--- src/include/liucrt_defines.svh ---
// Offsets, field positions, reset values and zero-count thresholds of the
// clock-rate, receive and test control bank.
// Assumes inclusion by bare name from the package and the design modules.
`ifndef LIUCRT_DEFINES_SVH
`define LIUCRT_DEFINES_SVH

// ----------------------------------------------------------------------------
// Register addresses on the host register port
// ----------------------------------------------------------------------------
`define LIUCRT_ADDR_W 5
`define LIUCRT_ADDR_CTRL 5'h11
`define LIUCRT_ADDR_GAUGE 5'h12

// ----------------------------------------------------------------------------
// Field positions
// ----------------------------------------------------------------------------
`define LIUCRT_CTRL_RATE_BIT 3
`define LIUCRT_CTRL_MUTE_BIT 2
`define LIUCRT_CTRL_EXLONG_BIT 1
`define LIUCRT_CTRL_TEST_BIT 0
`define LIUCRT_GAUGE_HI_BIT 7
`define LIUCRT_GAUGE_LO_BIT 6

// ----------------------------------------------------------------------------
// Reset values
// ----------------------------------------------------------------------------
`define LIUCRT_CTRL_RESET 8'h00
`define LIUCRT_GAUGE_RESET 8'h00

// ----------------------------------------------------------------------------
// Consecutive-zero thresholds for loss of signal, in received bits
// ----------------------------------------------------------------------------
`define LIUCRT_ZERO_CNT_W 13
`define LIUCRT_LOS_EXTENDED 13'h1000
`define LIUCRT_LOS_T1_NOMINAL 13'h00AF
`define LIUCRT_LOS_T1_TOLERANCE 13'h004B
`define LIUCRT_LOS_E1 13'h0020

`endif

--- src/include/liucrt_pkg.sv ---
// Types shared by the clock-rate, receive and test control bank.
// Assumes the defines header is on the include path.
`include "liucrt_defines.svh"

package liucrt_pkg;

	// Assumed cable wire gauge, upper selector bit first.
	typedef enum logic [1:0] {
		LIUCRT_GAUGE_22_AND_24 = 2'h0,
		LIUCRT_GAUGE_22 = 2'h1,
		LIUCRT_GAUGE_24 = 2'h2,
		LIUCRT_GAUGE_RESERVED = 2'h3
	} liucrt_gauge_t;

	// Line rate that the master clock synthesizer is set to.
	typedef enum logic {
		LIUCRT_RATE_E1 = 1'h0,
		LIUCRT_RATE_T1J1 = 1'h1
	} liucrt_rate_t;

	typedef logic [`LIUCRT_ZERO_CNT_W-1:0] liucrt_zero_cnt_t;

endpackage

--- src/rtl/liucrt_los_detect.sv ---
// Consecutive-zero counter that declares receive loss of signal.
// Assumes one receive bit strobe per recovered bit, on the master clock.
`timescale 1ns/1ps
`default_nettype none
`include "liucrt_defines.svh"

module liucrt_los_detect
	import liucrt_pkg::*;
#(
	parameter int CNT_W = `LIUCRT_ZERO_CNT_W
) (
	input wire logic clk, // Master clock.
	input wire logic rst, // Asynchronous reset, active high.
	input wire logic bit_strobe, // One pulse per received bit.
	input wire logic bit_value, // Received bit, one means a pulse was seen.
	input wire logic [CNT_W-1:0] threshold, // Zeros needed before loss is declared.
	output logic lost // Loss of signal, from a register.
);

	initial begin
		if (CNT_W < `LIUCRT_ZERO_CNT_W) begin
			$error("liucrt_los_detect: CNT_W too small for the extended threshold");
		end
	end

	logic [CNT_W-1:0] zero_cnt_ff;
	logic [CNT_W-1:0] nxt_zero_cnt;
	logic lost_ff;
	logic nxt_lost;

	// ------------------------------------------------------------------------
	// Zero run counter, saturating at the threshold
	// ------------------------------------------------------------------------
	always_comb begin
		nxt_zero_cnt = zero_cnt_ff;
		nxt_lost = lost_ff;
		if (bit_strobe) begin
			if (bit_value) begin
				nxt_zero_cnt = '0;
				nxt_lost = 1'b0;
			end else if (zero_cnt_ff < threshold) begin
				nxt_zero_cnt = zero_cnt_ff + 1'b1;
				nxt_lost = ((zero_cnt_ff + 1'b1) >= threshold);
			end else begin
				nxt_lost = 1'b1;
			end
		end
	end

	always_ff @(posedge clk or posedge rst) begin
		if (rst) begin
			zero_cnt_ff <= '0;
		end else begin
			zero_cnt_ff <= nxt_zero_cnt;
		end
	end

	always_ff @(posedge clk or posedge rst) begin
		if (rst) begin
			lost_ff <= 1'b0;
		end else begin
			lost_ff <= nxt_lost;
		end
	end

	assign lost = lost_ff;

endmodule

`default_nettype wire

--- src/rtl/liucrt_top.sv ---
// Clock-rate, receive mute, extended loss and in-circuit-test control bank
// of a single-channel line interface unit, with its cable gauge register.
// Assumes the host register port, the recovered receive data and the
// recovered clock level all come from logic on the master clock; the
// in-circuit-test pin comes from outside and is synchronised here.
`timescale 1ns/1ps
`default_nettype none
`include "liucrt_defines.svh"

module liucrt_top
	import liucrt_pkg::*;
#(
	parameter int CNT_W = `LIUCRT_ZERO_CNT_W
) (
	input wire logic clk, // Master clock, 200 MHz.
	input wire logic rst, // Asynchronous reset, active high.
	input wire logic [`LIUCRT_ADDR_W-1:0] reg_addr, // Register address.
	input wire logic reg_wr, // Write strobe, one cycle.
	input wire logic [7:0] reg_wdata, // Write data.
	input wire logic reg_rd, // Read strobe, one cycle.
	output logic [7:0] reg_rdata, // Read data, registered.
	output logic reg_rdata_oe, // Drive enable of the read data.
	input wire logic ict_pin_n, // Hardware in-circuit-test pin, active low.
	input wire logic rx_bit_strobe, // One pulse per recovered bit.
	input wire logic rx_pos_in, // Recovered positive or single-rail data.
	input wire logic rx_neg_in, // Recovered negative data or violation flag.
	input wire logic rx_clk_in, // Recovered receive clock level.
	output logic rx_positive_data_out, // Receive positive data, registered.
	output logic rx_positive_data_out_oe, // Drive enable.
	output logic rx_negative_violation_out, // Receive negative data, registered.
	output logic rx_negative_violation_out_oe, // Drive enable.
	output logic rx_clk_out, // Recovered receive clock, registered.
	output logic rx_clk_out_oe, // Drive enable.
	output logic receive_signal_lost, // Loss of signal, registered.
	output logic receive_signal_lost_oe, // Drive enable.
	output liucrt_rate_t synth_rate_select, // Synthesizer rate, registered.
	output liucrt_gauge_t wire_size_sel // Assumed cable gauge, registered.
);

	initial begin
		if (CNT_W < `LIUCRT_ZERO_CNT_W) begin
			$error("liucrt_top: CNT_W cannot hold the extended threshold");
		end
	end

	// ------------------------------------------------------------------------
	// Register storage
	// ------------------------------------------------------------------------
	logic [7:0] ctrl_ff;
	logic [7:0] gauge_ff;
	logic [7:0] rdata_ff;
	logic wr_ctrl;
	logic wr_gauge;

	always_comb begin
		wr_ctrl = 1'b0;
		wr_gauge = 1'b0;
		if (reg_wr && (reg_addr == `LIUCRT_ADDR_CTRL)) begin
			wr_ctrl = 1'b1;
		end else if (reg_wr && (reg_addr == `LIUCRT_ADDR_GAUGE)) begin
			wr_gauge = 1'b1;
		end
	end

	always_ff @(posedge clk or posedge rst) begin
		if (rst) begin
			ctrl_ff <= `LIUCRT_CTRL_RESET;
		end else if (wr_ctrl) begin
			ctrl_ff <= reg_wdata;
		end
	end

	always_ff @(posedge clk or posedge rst) begin
		if (rst) begin
			gauge_ff <= `LIUCRT_GAUGE_RESET;
		end else if (wr_gauge) begin
			gauge_ff <= reg_wdata;
		end
	end

	// Unmapped addresses read as zero; writes to them are ignored.
	always_ff @(posedge clk or posedge rst) begin
		if (rst) begin
			rdata_ff <= 8'h00;
		end else if (reg_rd) begin
			if (reg_addr == `LIUCRT_ADDR_CTRL) begin
				rdata_ff <= ctrl_ff;
			end else if (reg_addr == `LIUCRT_ADDR_GAUGE) begin
				rdata_ff <= gauge_ff;
			end else begin
				rdata_ff <= 8'h00;
			end
		end
	end

	// ------------------------------------------------------------------------
	// Control fields
	// ------------------------------------------------------------------------
	logic mute_bit;
	logic exlong_bit;
	logic test_bit;
	liucrt_rate_t rate_sel;
	liucrt_gauge_t gauge_sel;

	assign rate_sel = liucrt_rate_t'(ctrl_ff[`LIUCRT_CTRL_RATE_BIT]);
	assign mute_bit = ctrl_ff[`LIUCRT_CTRL_MUTE_BIT];
	assign exlong_bit = ctrl_ff[`LIUCRT_CTRL_EXLONG_BIT];
	assign test_bit = ctrl_ff[`LIUCRT_CTRL_TEST_BIT];
	// The upper selector bit is D7, the lower D6.
	assign gauge_sel = liucrt_gauge_t'({gauge_ff[`LIUCRT_GAUGE_HI_BIT],
		gauge_ff[`LIUCRT_GAUGE_LO_BIT]});

	// ------------------------------------------------------------------------
	// Test pin synchroniser
	// ------------------------------------------------------------------------
	logic ict_meta_ff;
	logic ict_sync_ff;

	always_ff @(posedge clk or posedge rst) begin
		if (rst) begin
			ict_meta_ff <= 1'b1;
			ict_sync_ff <= 1'b1;
		end else begin
			ict_meta_ff <= ict_pin_n;
			ict_sync_ff <= ict_meta_ff;
		end
	end

	// Either source alone places the pins in high impedance.
	logic tristate_ff;

	always_ff @(posedge clk or posedge rst) begin
		if (rst) begin
			tristate_ff <= 1'b0;
		end else begin
			tristate_ff <= test_bit | ~ict_sync_ff;
		end
	end

	// ------------------------------------------------------------------------
	// Loss-of-signal threshold and detector
	// ------------------------------------------------------------------------
	logic [CNT_W-1:0] los_threshold_ff;
	logic los_raw;

	// T1 uses the nominal figure of its 175 +/- 75 window.
	always_ff @(posedge clk or posedge rst) begin
		if (rst) begin
			los_threshold_ff <= CNT_W'(`LIUCRT_LOS_E1);
		end else if (exlong_bit) begin
			los_threshold_ff <= CNT_W'(`LIUCRT_LOS_EXTENDED);
		end else if (rate_sel == LIUCRT_RATE_T1J1) begin
			los_threshold_ff <= CNT_W'(`LIUCRT_LOS_T1_NOMINAL);
		end else begin
			los_threshold_ff <= CNT_W'(`LIUCRT_LOS_E1);
		end
	end

	liucrt_los_detect #(
		.CNT_W(CNT_W)
	) u_los_detect (
		.clk(clk),
		.rst(rst),
		.bit_strobe(rx_bit_strobe),
		.bit_value(rx_pos_in | rx_neg_in),
		.threshold(los_threshold_ff),
		.lost(los_raw)
	);

	// ------------------------------------------------------------------------
	// Receive outputs
	// ------------------------------------------------------------------------
	logic rx_pos_ff;
	logic rx_neg_ff;
	logic rx_clk_ff;
	logic los_ff;

	always_ff @(posedge clk or posedge rst) begin
		if (rst) begin
			rx_pos_ff <= 1'b0;
			rx_neg_ff <= 1'b0;
		end else if (mute_bit) begin
			rx_pos_ff <= 1'b0;
			rx_neg_ff <= 1'b0;
		end else begin
			rx_pos_ff <= rx_pos_in;
			rx_neg_ff <= rx_neg_in;
		end
	end

	// The clock path ignores the mute bit on purpose.
	always_ff @(posedge clk or posedge rst) begin
		if (rst) begin
			rx_clk_ff <= 1'b0;
		end else begin
			rx_clk_ff <= rx_clk_in;
		end
	end

	always_ff @(posedge clk or posedge rst) begin
		if (rst) begin
			los_ff <= 1'b0;
		end else begin
			los_ff <= los_raw;
		end
	end

	// ------------------------------------------------------------------------
	// Pin drive
	// ------------------------------------------------------------------------
	logic pin_oe;

	assign pin_oe = ~tristate_ff;

	assign rx_positive_data_out = rx_pos_ff;
	assign rx_negative_violation_out = rx_neg_ff;
	assign rx_clk_out = rx_clk_ff;
	assign receive_signal_lost = los_ff;
	assign rx_positive_data_out_oe = pin_oe;
	assign rx_negative_violation_out_oe = pin_oe;
	assign rx_clk_out_oe = pin_oe;
	assign receive_signal_lost_oe = pin_oe;
	assign reg_rdata = rdata_ff;
	assign reg_rdata_oe = pin_oe;
	assign synth_rate_select = rate_sel;
	assign wire_size_sel = gauge_sel;

endmodule

`default_nettype wire

--- config.mk ---
export PLATFORM = sky130hd
export DESIGN_NAME = liucrt_top
export DESIGN_NICKNAME = d
export VERILOG_FILES = /design/src/include/liucrt_pkg.sv /design/src/rtl/liucrt_los_detect.sv /design/src/rtl/liucrt_top.sv
export VERILOG_INCLUDE_DIRS = /design/src /design/src/include
export SDC_FILE = /design/constraint.sdc
export NUM_CORES = 1
export LEC_CHECK = 0
export ABC_AREA = 1
export BUFFER_PORTS_ARGS = -buffer_cell sky130_fd_sc_hd__buf_2
export CAP_MARGIN = 30
export CORE_MARGIN = 2
export CORE_UTILIZATION = 50
export DETAILED_ROUTE_END_ITERATION = 8
export GPL_TIMING_DRIVEN = 0
export PLACE_DENSITY = 0.68
export SYNTH_ARGS = -nofsm -noshare
export SYNTH_HDL_FRONTEND = slang
export SYNTH_SLANG_ARGS = --single-unit
--- constraint.sdc ---
create_clock -name clk -period 2.7 [get_ports clk]
set_clock_uncertainty 0.15 [all_clocks]
set_input_delay 0.27 -clock clk [delete_from_list [all_inputs] [get_ports clk]]
set_output_delay 0.27 -clock clk [all_outputs]
set_load 0.01 [all_outputs]
==> key figures, run 1 <==
Outcome
  • Status: finished clean

Yosys
  • Avg Cell Area, Syn: about 8.3 µm²
  • Synth area leader: dfrtp_1
  • Register area share after synthesis: 0.4592
  • Cell with the most instances after synthesis: nand2_1
  • Syn Nets: 355
  • Top cells by area, synth: dfrtp_1 43%, nand2_1 12%, ha_1 7.2%, inv_1 6.4%, o21ai_0 4.8%
  • Unique masters post-synth: 32
  • Top FF cell, synth: dfrtp_1
  • Yosys warning count: 0
  • FFs w/ async S/R, synth: 1.000
  • Top-area cell type share of the netlist area: 0.4292
  • Synth Cell Area: 2624 µm²
  • Post-synth EDFFs: 0
  • Leading cell types by count after synthesis: 84 x nand2_1, 45 x dfrtp_1, 45 x inv_1, 28 x nor2_1, 25 x o21ai_0
  • Post-synthesis register bit count: between 40 and 50
  • Post-Synthesis Cells: between 300 and 400

Clocking
  • CTS Buf Count: 5
  • # clock sinks: between 40 and 50
  • Clock latency on the worst-skew pair: 300 ps
  • Clk pin slew, worst setup/hold paths: 100 ps
  • CTS tree: done
  • Clock Path Buffers: 2
  • H-tree levels: 2
  • Root Buffer: clkbuf_8

Setup path
  • CP delay by family, top: simple AND/OR/NAND/NOR gates
  • WS Path Type: reg2reg
  • FF-to-FF End: u_los_detect.lost
  • Setup crit end kind: flip-flop
  • RR Startpoint: u_los_detect.zero_cnt_ff[5]
  • Critical Path Fanout Max: 4
  • Crit path from: u_los_detect.zero_cnt_ff[5]
  • Startpoint Class: flip-flop
  • Crit. path cell count: 19
  • FF-to-FF path depth: 19
  • Max incr delay on CP: between 400 and 500 ps
  • Cell at the slowest stage of the critical path: dfrtp_1
  • Arr. time, crit path: around 2700 ps
  • R2R Setup Slk: between 90 and 100 ps
  • Crit path required time: around 2800 ps
  • WP buf/inv: 1
  • Most used cell, CP: nand2_1
  • CP Cell Sequence: nand2_1, nor2_4, nand3_4, nor3_4, xor2_2, inv_2, ha_4, nand2_4, nor2_2, nand2_1, nor2_1, nand3_1, nor2_1, nand3_1, nand2_1, nor2_1, nand2_1, nand2_1, nand2_1

Route
  • WL/cell: around 13 µm
  • Final Routed Wirelength: 5.918 mm
  • DR pass1 iterations: 4
  • WL met2: approximately 3.2 mm
  • Post-route ant nets: 0
  • Highest Signal Layer: met4
  • Vias per cell: 4.973
  • Routed vias: between 2000 and 2500
  • M1 WL: ~2.5 mm
  • Drt drc: 0
  • Met3 WL post-DR: around 220 µm
  • First DRT Iteration DRCs: roughly 180

Floorplan
  • Die X: 76.44 µm
  • Rows: 26
  • Die Area: a little under 6000 µm²
  • Core box area: 5075 µm²
  • Initial Utilization: 0.5170
  • Die Y: roughly 76 µm
  • Ports: 42

Power and ir drop
  • Peak supply drop: 0.3601 mV
  • Final total power: between 0.0015 and 0.002 W
  • Leakage power: between 1.5 and 2 nW
  • Power Dens Cells: 526.9 nW/µm²

Timing
  • Final Cycle Share: 0.9658
  • Max transition margin: 0.5927
  • Slew @ Worst Pin: ~600 ps
  • # setup viols final: 0
  • Slew Viols, Final: 0
  • RSZ-0062 raised after global routing: yes
  • Fmax achieved: 383.5 MHz
  • Hold slack final: around 16 ps
  • Hold Vio Cnt, Final: 0
  • Fin crit period: about 2600 ps

Final layout
  • Nets: approximately 420
  • Non-Filler Instances: 451
  • Area growth syn-to-layout: 23.70%
  • Proportion of layout cells with a drive suffix above 1: 0.2730
  • Diode count: 0

Place
  • IO Port Bufs: 40
  • Dpl hpwl: about 4.1 mm
  • Placer Congestion: just under 0.9
  • Placed Cells: roughly 430

Flow run
  • Max-cap violations: 0

Global routing
  • Vias in the first global route: around 2200
  • Total grt overflow: 0
  • Pin count of the biggest net entering global routing: 41
  • GRT Total Usage: 0.2126
  • Initial antenna violation count: 0
  • Global-route wire length before repair: just under 10 mm

Min path
  • Hold WC Path Type: in2reg
  • Hold depth: 3
  • Worst hold endpoint: rx_positive_data_out
  • HP Start: rx_pos_in
layout make-up:
cell class | count | area, µm²
sequential | 48 | 1207
clock buffer | 5 | 68.82
multi-input combinational | 210 | 1231
inverter | 47 | 176.4
fill | 454 | 1829
buffer | 12 | 87.58
timing repair buffer | 56 | 340.3
clock inverter | 3 | 46.29
tap | 70 | 87.58
worst reg2reg max path, cell delays in order (launching register included):
cell and delay [ps]:
dfrtp_1 410, nand2_1 170, nor2_4 150, nand3_4 100, nor3_4 180, xor2_2 200
inv_2 80, ha_4 280, nand2_4 40, nor2_2 90, nand2_1 50, nor2_1 90
nand3_1 90, nor2_1 100, nand3_1 80, nand2_1 80, nor2_1 40, nand2_1 60
nand2_1 50, nand2_1 60
cell families after synthesis:
logic type,after synthesis,synth area share
and+or+nand+nor,143,0.2461
buffers and inverters,60,0.1025
DFF,48,0.4592
AOI/OAI and AO/OA,46,0.1001
adders and majority gates,15,0.07153
xor gates and xnor gates,5,0.01669
muxes,1,0.003815
worst max-delay path by stage:
stage / to
global route: u_los_detect.lost
floorplan: u_los_detect.lost
detailed placement: u_los_detect.lost
CTS: u_los_detect.lost
finish: u_los_detect.lost
global placement: u_los_detect.lost
state kept, by name, indices dropped and copies added (netlist names):
signal	count
ict_sync_ff	1
ict_meta_ff	1
u_los_detect.zero_cnt_ff	13
rx_clk_out	1
receive_signal_lost	1
reg_rdata	8
los_threshold_ff	3
gauge_ff	8
ctrl_ff	8
u_los_detect.lost	1
rx_negative_violation_out	1
rx_positive_data_out	1
tristate_ff	1
layout by cell type (no fill, tap or decap), drive strengths merged:
master       count
nor3             4
a21oi            5
nor2            33
inv             47
nand2           89
a31oi            8
ha              15
o21bai           1
dfstp            3
clkinv           1
nand3           11
mux2i            1
dlygate4sd3      3
nand4            5
clkbuf           6
buf             64
xor2             5
clkinvlp         1
o21ai           28
nor4             1
o22ai            4
bufinv           1
dfrtp           45
routing by layer:
metal  GRT usage  vias to the layer above
li1            -                     1125
met1      0.2512                     1064
met2      0.3929                       45
met3     0.03555                        9
met4     0.06545                        0
met5           0                        -
stage by stage:
| stage | util | area, µm² | worst slack (ps) | TNS [ps] |
|---|---|---|---|---|
| after floorplan | - | 2624 | 198.5 | 0 |
| after CTS | 0.6188 | 3141 | -2.716 | -2.716 |
| after detailed placement | 0.5777 | 2932 | -172.6 | -172.6 |
| final | 0.6395 | 3246 | 92.47 | 0 |
| after global routing | 0.6395 | 3246 | -142.3 | -142.3 |
| after global placement | 0.5737 | 2912 | -181.5 | -181.5 |
where the power goes:
part	internal (W)	leakage, nW	switching (W)
sequential	0.000795	0.617	0.0000466
clock	0.000279	0.0548	0.000261
combinational	0.000144	0.992	0.000184
timing repair:
action / 4_1_cts / 5_1_grt
pin swaps: 4 / 16
buffers inserted: 7 / 5
setup endpoints to repair: 1 / 1
resized for setup: 3 / 17
hold endpoints to repair: 10 / 0
hold buffers: 3 / 0
Power figures use the tool's default switching activity.
==> run 2: changes to the inputs <==
--- a/config.mk
+++ b/config.mk
@@ -6,7 +6,6 @@
 export SDC_FILE = /design/constraint.sdc
 export NUM_CORES = 1
 export LEC_CHECK = 0
-export ABC_AREA = 1
 export BUFFER_PORTS_ARGS = -buffer_cell sky130_fd_sc_hd__buf_2
 export CAP_MARGIN = 30
 export CORE_MARGIN = 2
==> run 2 against run 1 <==
Effect of this change:
- register-to-register slack about the same
- sequential share of layout area increased by 4.2 points
- first-iteration DRC count down 63%
- core utilization decreased by 1.8 points
- clock power is 15% lower
- combinational power down 1%
- die area decreased by 7.0%
- critical path depth is 9 lower
- wire length shrank 20%
- final area fell by 10%
- critical endpoint unchanged
- largest power group unchanged
==> key figures, run 2 <==
Yosys
  • Top-area cell type share of the netlist area: 0.4634 (was 0.4292)
  • Register area share after synthesis: 0.4959 (was 0.4592)
  • Syn Nets: 254 (was 355)
  • Unique masters post-synth: 43 (was 32)
  • Avg Cell Area, Syn: 11.20 µm² (was 8.251 µm²)
  • Post-synth EDFFs: 0 (unchanged)
  • Post-synthesis mux area share: 0.07878 (was 0.003815)
  • Post-Synthesis Cells: 217 (was 318)
  • Post-synthesis register bit count: 48 (unchanged)
  • Post-synthesis xor/xnor area fraction: 0.02163 (was 0.01669)
  • Synth area leader: dfrtp_1 (unchanged)
  • Post-synthesis compound-gate area fraction: 0.1395 (was 0.1001)
  • Top cells by area, synth: dfrtp_1 46%, mux2_2 7.9%, ha_1 7.7%, dfstp_2 3.2%, a21oi_1 2.9% (was dfrtp_1 43%, nand2_1 12%, ha_1 7.2%, inv_1 6.4%, o21ai_0 4.8%)
  • Synth Cell Area: 2430 µm² (was 2624 µm²)
  • Leading cell types by count after synthesis: 45 x dfrtp_1, 17 x mux2_2, 15 x ha_1, 15 x nor2_1 (was 84 x nand2_1, 45 x dfrtp_1, 45 x inv_1, 28 x nor2_1, 25 x o21ai_0)
  • Top FF cell, synth: dfrtp_1 (unchanged)
  • Largest family of logic cells by synthesized area: simple AND/OR/NAND/NOR gates (unchanged)
  • Post-Synth Adder-Cell Area: 0.07724 (was 0.07153)
  • Simple-gate share of the synthesized area: 0.1437 (was 0.2461)
  • Yosys warning count: 0 (unchanged)
  • Cell with the most instances after synthesis: dfrtp_1 (was nand2_1)
  • FFs w/ async S/R, synth: 1.000 (unchanged)

Route
  • Final Routed Wirelength: 4.738 mm (was 5.918 mm)
  • Drt drc: 0 (unchanged)
  • Post-route ant nets: 0 (unchanged)
  • WL met2: 2.169 mm (was 3.152 mm)
  • WL/cell: 14.45 µm (was 13.12 µm)
  • M1 WL: 2.272 mm (was 2.488 mm)
  • Routed vias: 1810 (was 2243)
  • Vias per cell: 5.518 (was 4.973)
  • Met3 WL post-DR: 236 µm (was 216 µm)
  • DR pass1 iterations: 7 (was 4)
  • First DRT Iteration DRCs: 67 (was 183)
  • Highest Signal Layer: met4 (unchanged)

Floorplan
  • Ports: 42 (unchanged)
  • Die Area: 5433 µm² (was 5843 µm²)
  • Die X: 73.71 µm (was 76.44 µm)
  • Core box area: 4692 µm² (was 5075 µm²)
  • Initial Utilization: 0.5179 (was 0.5170)
  • Rows: 25 (was 26)
  • Die Y: 73.71 µm (was 76.44 µm)

Setup path
  • Crit path from: u_los_detect.zero_cnt_ff[1] (was u_los_detect.zero_cnt_ff[5])
  • Startpoint Class: flip-flop (unchanged)
  • FF-to-FF path depth: 10 (was 19)
  • Setup crit end kind: flip-flop (unchanged)
  • Crit path required time: 2740 ps (was 2800 ps)
  • Max incr delay on CP: 420 ps (was 410 ps)
  • Arr. time, crit path: 2650 ps (was 2710 ps)
  • CP Cell Sequence: ha_2, and4_1, nand4_1, nor3_2, xor2_1, ha_1, nand3_2, nor4_2, a2111oi_2, o2bb2ai_1 (was nand2_1, nor2_4, nand3_4, nor3_4, xor2_2, inv_2, ha_4, nand2_4, nor2_2, nand2_1, nor2_1, nand3_1, nor2_1, nand3_1, nand2_1, nor2_1, nand2_1, nand2_1, nand2_1)
  • RR Startpoint: u_los_detect.zero_cnt_ff[1] (was u_los_detect.zero_cnt_ff[5])
  • WS Path Type: reg2reg (unchanged)
  • Cell at the slowest stage of the critical path: dfrtp_1 (unchanged)
  • Critical Path Fanout Max: 5 (was 4)

Min path
  • Hold WC Path Type: in2reg (unchanged)
  • HP Start: reg_wdata[3] (was rx_pos_in)
  • Hold depth: 2 (was 3)

Power and ir drop
  • Internal: 0.001169 W (was 0.001218 W)
  • Leakage power: 1.438 nW (was 1.664 nW)
  • Switch Pwr: 0.0004555 W (was 0.0004924 W)
  • Sw Share: 0.2805 (was 0.2879)
  • Final total power: 0.001624 W (was 0.001710 W)
  • Peak supply drop: 0.3474 mV (was 0.3601 mV)
  • Sequential power share: 0.517 (was 0.492)
  • Combinational share of power: 0.200 (was 0.192)
  • Clk network pwr share: 0.284 (was 0.316)
  • Power Dens Cells: 557.1 nW/µm² (was 526.9 nW/µm²)

Final layout
  • Commonest non-fill, non-tap cells in the layout: 44 x dfrtp_1, 40 x buf_2, 17 x mux2_2, 15 x nor2_1 (was 82 x nand2_1, 43 x inv_1, 43 x dfrtp_1, 41 x buf_2, 26 x nor2_1)
  • Area growth syn-to-layout: 19.98% (was 23.70%)
  • Top reg by flops: u_los_detect.zero_cnt_ff (unchanged)
  • Fin util: 0.6213 (was 0.6395)
  • Number of flip-flops under the largest register name: 13 (unchanged)
  • Commonest non-fill, non-tap cell in the layout: dfrtp_1 (was nand2_1)
  • Non-Filler Instances: 328 (was 451)
  • Proportion of layout cells with a drive suffix above 1: 0.3540 (was 0.2730)
  • Nets: 310 (was 417)
  • Diode count: 0 (unchanged)

Timing
  • Slew Viols, Final: 0 (unchanged)
  • Slew @ Worst Pin: 639.3 ps (was 606.4 ps)
  • Max transition margin: 0.5720 (was 0.5927)
  • Fin worst setup slack: 85.54 ps (was 92.47 ps)
  • RSZ-0062 raised after global routing: yes (unchanged)
  • Final Cycle Share: 0.9683 (was 0.9658)
  • Hold Vio Cnt, Final: 0 (unchanged)
  • Fin crit period: 2614 ps (was 2608 ps)
  • Fmax achieved: 382.5 MHz (was 383.5 MHz)
  • Fin Setup TNS: 0 ps (unchanged)
  • # setup viols final: 0 (unchanged)

Place
  • Dpl hpwl: 3.411 mm (was 4.062 mm)
  • Worst slack at placement: -243.7 ps (was -172.6 ps)
  • Placer Congestion: 0.7506 (was 0.8743)
  • IO Port Bufs: 40 (unchanged)
  • Placed Cells: 312 (was 429)

Clocking
  • H-tree levels: 2 (unchanged)
  • Root Buffer: clkbuf_8 (unchanged)
  • Clock Path Buffers: 2 (unchanged)
  • CTS Buf Count: 5 (unchanged)
  • # clock sinks: 48 (unchanged)
  • CTS tree: done (unchanged)
  • Clock latency on the worst-skew pair: 300 ps (about the same)
  • Clk pin slew, worst setup/hold paths: 90 ps (was 100 ps)

Global routing
  • Total grt overflow: 0 (unchanged)
  • Global-route wire length before repair: 7.596 mm (was 9.936 mm)
  • GRT Total Usage: 0.1848 (was 0.2126)
  • Pin count of the biggest net entering global routing: 32 (was 41)
  • Vias in the first global route: 1562 (was 2208)
  • Initial antenna violation count: 0 (unchanged)

Flow run
  • Max-cap violations: 0 (unchanged)

Outcome
  • Status: finished clean (unchanged)
run 2: changes by cell type in the layout (fill, tap and decap cells not counted), moves of 8 or more:
cell / previous run / this run
a21oi_1: 3 / 14
o21ai_0: 25 / 7
buf_4: 19 / 11
mux2_2: 0 / 17
nand2_1: 82 / 14
inv_1: 43 / 7
nor2_1: 26 / 15
a22oi_1: 0 / 8
run 2: area by class of cell:
type | instances | area, µm²
clock inverters | 2 | 13.76
fillers | 401 | 1777
well taps | 54 | 67.56
plain buffers | 10 | 75.07
inverters | 8 | 30.03
repair buffers | 49 | 287.8
multi-input cells | 151 | 1152
clock buffers | 6 | 82.58
flip-flops and latches | 48 | 1206
run 2: cell families (layout without fill, tap and decap cells):
logic type,count (synthesis),in the layout
adder cells (fa/ha/maj),15,15
AO/OA/AOI/OAI,49,49
flip-flops,48,48
multiplexers,17,17
buffers and inverters,18,75
AND/OR/NAND/NOR,64,64
XOR/XNOR,6,6
run 2: worst paths after layout:
path / end / slack, ps
setup / recovery: u_los_detect.lost / 90
hold / removal: gauge_ff[3] / 60
setup reg to reg: u_los_detect.lost / 90
hold reg to reg: ict_sync_ff / 210
max in group asynchronous: los_threshold_ff[5] / 1510
min in group asynchronous: tristate_ff / 340
run 2: repair_timing:
item	CTS	global route
buffers inserted	2	3
endpoints found under the setup margin	1	11
hold buffers	3	0
resized for setup	2	6
hold endpoints to repair	17	0
pin swaps	2	7
run 2: layer usage:
layer	global-route usage	up-vias
met2	0.2768	48
met3	0.04390	5
met4	0.05455	0
li1	-	893
met5	0	-
met1	0.2660	864
run 2: metrics by stage:
step / cell area [µm²] / hold WS [ps]
2_1_floorplan: 2430 / 124.5
3_3_place_gp: 2698 / 197.7
3_5_place_dp: 2718 / 134.1
4_1_cts: 2865 / 53.15
5_1_grt: 2915 / 49.37
6_report: 2915 / 56.22
run 2: power by group through the flow:
stage          registers (W)  clock network, W  logic, W
3_3_place_gp        0.000853                 0  0.000299
3_5_place_dp        0.000855                 0  0.000310
4_1_cts             0.000840          0.000469  0.000314
2_1_floorplan       0.000853                 0  0.000208
6_report            0.000839          0.000461  0.000324
5_1_grt             0.000852          0.000505  0.000368
run 2: worst max-delay path, delay by kind of cell (launching register included):
family / cells / cell delay [ps]
xor+xnor: 1 / 220
compound gates: 2 / 470
fa+ha+maj: 2 / 500
simple gates: 5 / 740
flops: 1 / 420
==> run 3: changes to the inputs <==
==> constraint.sdc (replaced) <==
create_clock -name clk -period 3.16 [get_ports clk]
set_clock_uncertainty 0.15 [all_clocks]
set_input_delay 0.316 -clock clk [delete_from_list [all_inputs] [get_ports clk]]
set_output_delay 0.316 -clock clk [all_outputs]
set_load 0.01 [all_outputs]
==> run 3 against run 2 <==
Effect of this change:
- fmax shrank 8.6%
- wire length shrank 1.7%
- hold slack gained 46 ps
- largest power group unchanged
- core utilization shrank 1.4 points
==> key figures, run 3 (same netlist as run 2, synthesis figures left out) <==
Route
  • Met3 WL post-DR: 250 µm (was 236 µm)
  • Routed vias: 1784 (was 1810)
  • M1 WL: 2.206 mm (was 2.272 mm)
  • First DRT Iteration DRCs: 76 (was 67)
  • Vias per cell: 5.523 (was 5.518)
  • Highest Signal Layer: met4 (unchanged)
  • Drt drc: 0 (unchanged)
  • DR pass1 iterations: 4 (was 7)
  • Post-route ant nets: 0 (unchanged)
  • Final Routed Wirelength: 4.658 mm (was 4.738 mm)
  • WL met2: 2.164 mm (was 2.169 mm)
  • WL/cell: 14.42 µm (was 14.45 µm)

Floorplan
  • Core box area: 4692 µm² (unchanged)
  • Initial Utilization: 0.5179 (unchanged)
  • Die Y: 73.71 µm (unchanged)
  • Die X: 73.71 µm (unchanged)
  • Rows: 25 (unchanged)
  • Ports: 42 (unchanged)
  • Die Area: 5433 µm² (unchanged)

Clocking
  • # clock sinks: 48 (unchanged)
  • Clock Path Buffers: 2 (unchanged)
  • CTS tree: done (unchanged)
  • Setup bufs post-CTS: 0 (was 2)
  • Clock latency on the worst-skew pair: 300 ps (about the same)
  • Clk pin slew, worst setup/hold paths: 90 ps (about the same)
  • H-tree levels: 2 (unchanged)
  • Root Buffer: clkbuf_8 (unchanged)
  • CTS Buf Count: 5 (unchanged)

Timing
  • Final Cycle Share: 0.9048 (was 0.9683)
  • Fin crit period: 2859 ps (was 2614 ps)
  • Fin Setup TNS: 0 ps (unchanged)
  • RSZ-0062 raised after global routing: no (was yes)
  • Fmax achieved: 349.7 MHz (was 382.5 MHz)
  • Max transition margin: 0.4638 (was 0.5720)
  • Hold Vio Cnt, Final: 0 (unchanged)
  • # setup viols final: 0 (unchanged)
  • Slew @ Worst Pin: 794.0 ps (was 639.3 ps)
  • Hold slack final: 102.0 ps (was 56.22 ps)
  • Slew Viols, Final: 0 (unchanged)

Setup path
  • FF-to-FF path depth: 10 (unchanged)
  • Arr. time, crit path: 2900 ps (was 2650 ps)
  • R2R Setup Slk: 300 ps (was 90 ps)
  • RR Startpoint: u_los_detect.zero_cnt_ff[0] (was u_los_detect.zero_cnt_ff[1])
  • Critical Path Fanout Max: 7 (was 5)
  • WS Path Type: reg2reg (unchanged)
  • Setup crit end kind: flip-flop (unchanged)
  • Startpoint Class: flip-flop (unchanged)
  • FF-to-FF End: u_los_detect.lost (unchanged)
  • Crit path required time: 3200 ps (was 2740 ps)

Flow run
  • Max-cap violations: 0 (unchanged)

Global routing
  • Total grt overflow: 0 (unchanged)
  • GRT Total Usage: 0.1842 (was 0.1848)
  • Vias in the first global route: 1553 (was 1562)
  • Pin count of the biggest net entering global routing: 32 (unchanged)
  • Global-route wire length before repair: 7.569 mm (was 7.596 mm)
  • Initial antenna violation count: 0 (unchanged)

Final layout
  • Commonest non-fill, non-tap cell in the layout: dfrtp_1 (unchanged)
  • Reg area: 1205 µm² (was 1206 µm²)
  • Diode count: 0 (unchanged)
  • Commonest non-fill, non-tap cells in the layout: 45 x dfrtp_1, 40 x buf_2, 17 x mux2_2, 15 x nor2_1, 15 x ha_1 (was 44 x dfrtp_1, 40 x buf_2, 17 x mux2_2, 15 x nor2_1)
  • Multi-input logic area: 1125 µm² (was 1152 µm²)
  • Fillcell total: 406 (was 401)
  • Nets: 305 (was 310)
  • Proportion of layout cells with a drive suffix above 1: 0.3197 (was 0.3540)
  • Area growth syn-to-layout: 17.25% (was 19.98%)
  • Top reg by flops: u_los_detect.zero_cnt_ff (unchanged)
  • Number of flip-flops under the largest register name: 13 (unchanged)

Place
  • Dpl hpwl: 3.411 mm (unchanged)
  • IO Port Bufs: 40 (unchanged)
  • Placer Congestion: 0.7506 (unchanged)

Power and ir drop
  • Leakage power: 1.409 nW (was 1.438 nW)
  • Power Dens Cells: 482.6 nW/µm² (was 557.1 nW/µm²)
  • Peak supply drop: 0.2962 mV (was 0.3474 mV)

Min path
  • Hold WC Path Type: in2reg (unchanged)
  • Hold depth: 2 (unchanged)
  • Worst hold endpoint: gauge_ff[3] (unchanged)
  • HP Start: reg_wdata[3] (unchanged)

Outcome
  • Status: finished clean (unchanged)
## run 3: final cells by class
| cell class | count | share of cell area |
|---|---|---|
| Clock inverter | 2 | 0.004831 |
| Inverter | 8 | 0.01054 |
| Timing Repair Buffer | 44 | 0.08783 |
| Buffer | 10 | 0.02635 |
| Multi-Input combinational cell | 151 | 0.3948 |
| Clock buffer | 6 | 0.02899 |
| Sequential cell | 48 | 0.4229 |
| Tap cell | 54 | 0.02372 |
## run 3: worst max path at each step
stage,start,slack [ps],to,depth (start not counted)
2_1_floorplan,u_los_detect.zero_cnt_ff[0],560,u_los_detect.lost,10
3_3_place_gp,u_los_detect.zero_cnt_ff[0],230,u_los_detect.lost,10
3_5_place_dp,u_los_detect.zero_cnt_ff[0],220,u_los_detect.lost,10
4_1_cts,u_los_detect.zero_cnt_ff[0],220,u_los_detect.lost,10
5_1_grt,u_los_detect.zero_cnt_ff[0],30,u_los_detect.lost,10
6_report,u_los_detect.zero_cnt_ff[0],300,u_los_detect.lost,10
## run 3: power breakdown
part	internal [W]	switching [W]	leakage, nW	total, W
Sequential	0.000681	0.0000361	0.618	0.000717
Combinational	0.000132	0.000132	0.740	0.000264
Clock	0.000179	0.000215	0.0516	0.000394
Total	0.000992	0.000383	1.41	0.00137
## run 3: metal layers
layer | up-vias | GRT usage
met5 | - | 0
met4 | 0 | 0.05455
met3 | 4 | 0.04390
met2 | 44 | 0.2738
met1 | 857 | 0.2668
li1 | 879 | -
## run 3: critical path: stages (launching register included)
cell	delay, ps
dfrtp_1	460
ha_1	240
and4_1	230
nand4_1	240
nor3_2	300
xor2_1	220
ha_1	280
nand3_1	90
nor4_1	50
a2111oi_0	390
o2bb2ai_1	100
## run 3: timing repair
action | 4_1_cts | 5_1_grt
endpoints found under the setup margin | 0 | 1
hold buffers | 3 | 0
resized for setup | 0 | 1
hold endpoints to repair | 17 | 0
## run 3: through the flow
step | instances | total power [W] | util | area (µm²) | worst slack (ps)
2_1_floorplan | 217 | 0.0009068 | - | 2430 | 560.6
3_3_place_gp | 311 | 0.0009846 | 0.5749 | 2698 | 226.8
3_5_place_dp | 312 | 0.0009953 | 0.5792 | 2718 | 216.3
4_1_cts | 323 | 0.001387 | 0.6061 | 2844 | 218.1
5_1_grt | 323 | 0.001462 | 0.6072 | 2849 | 32.27
6_report | 323 | 0.001375 | 0.6072 | 2849 | 300.7
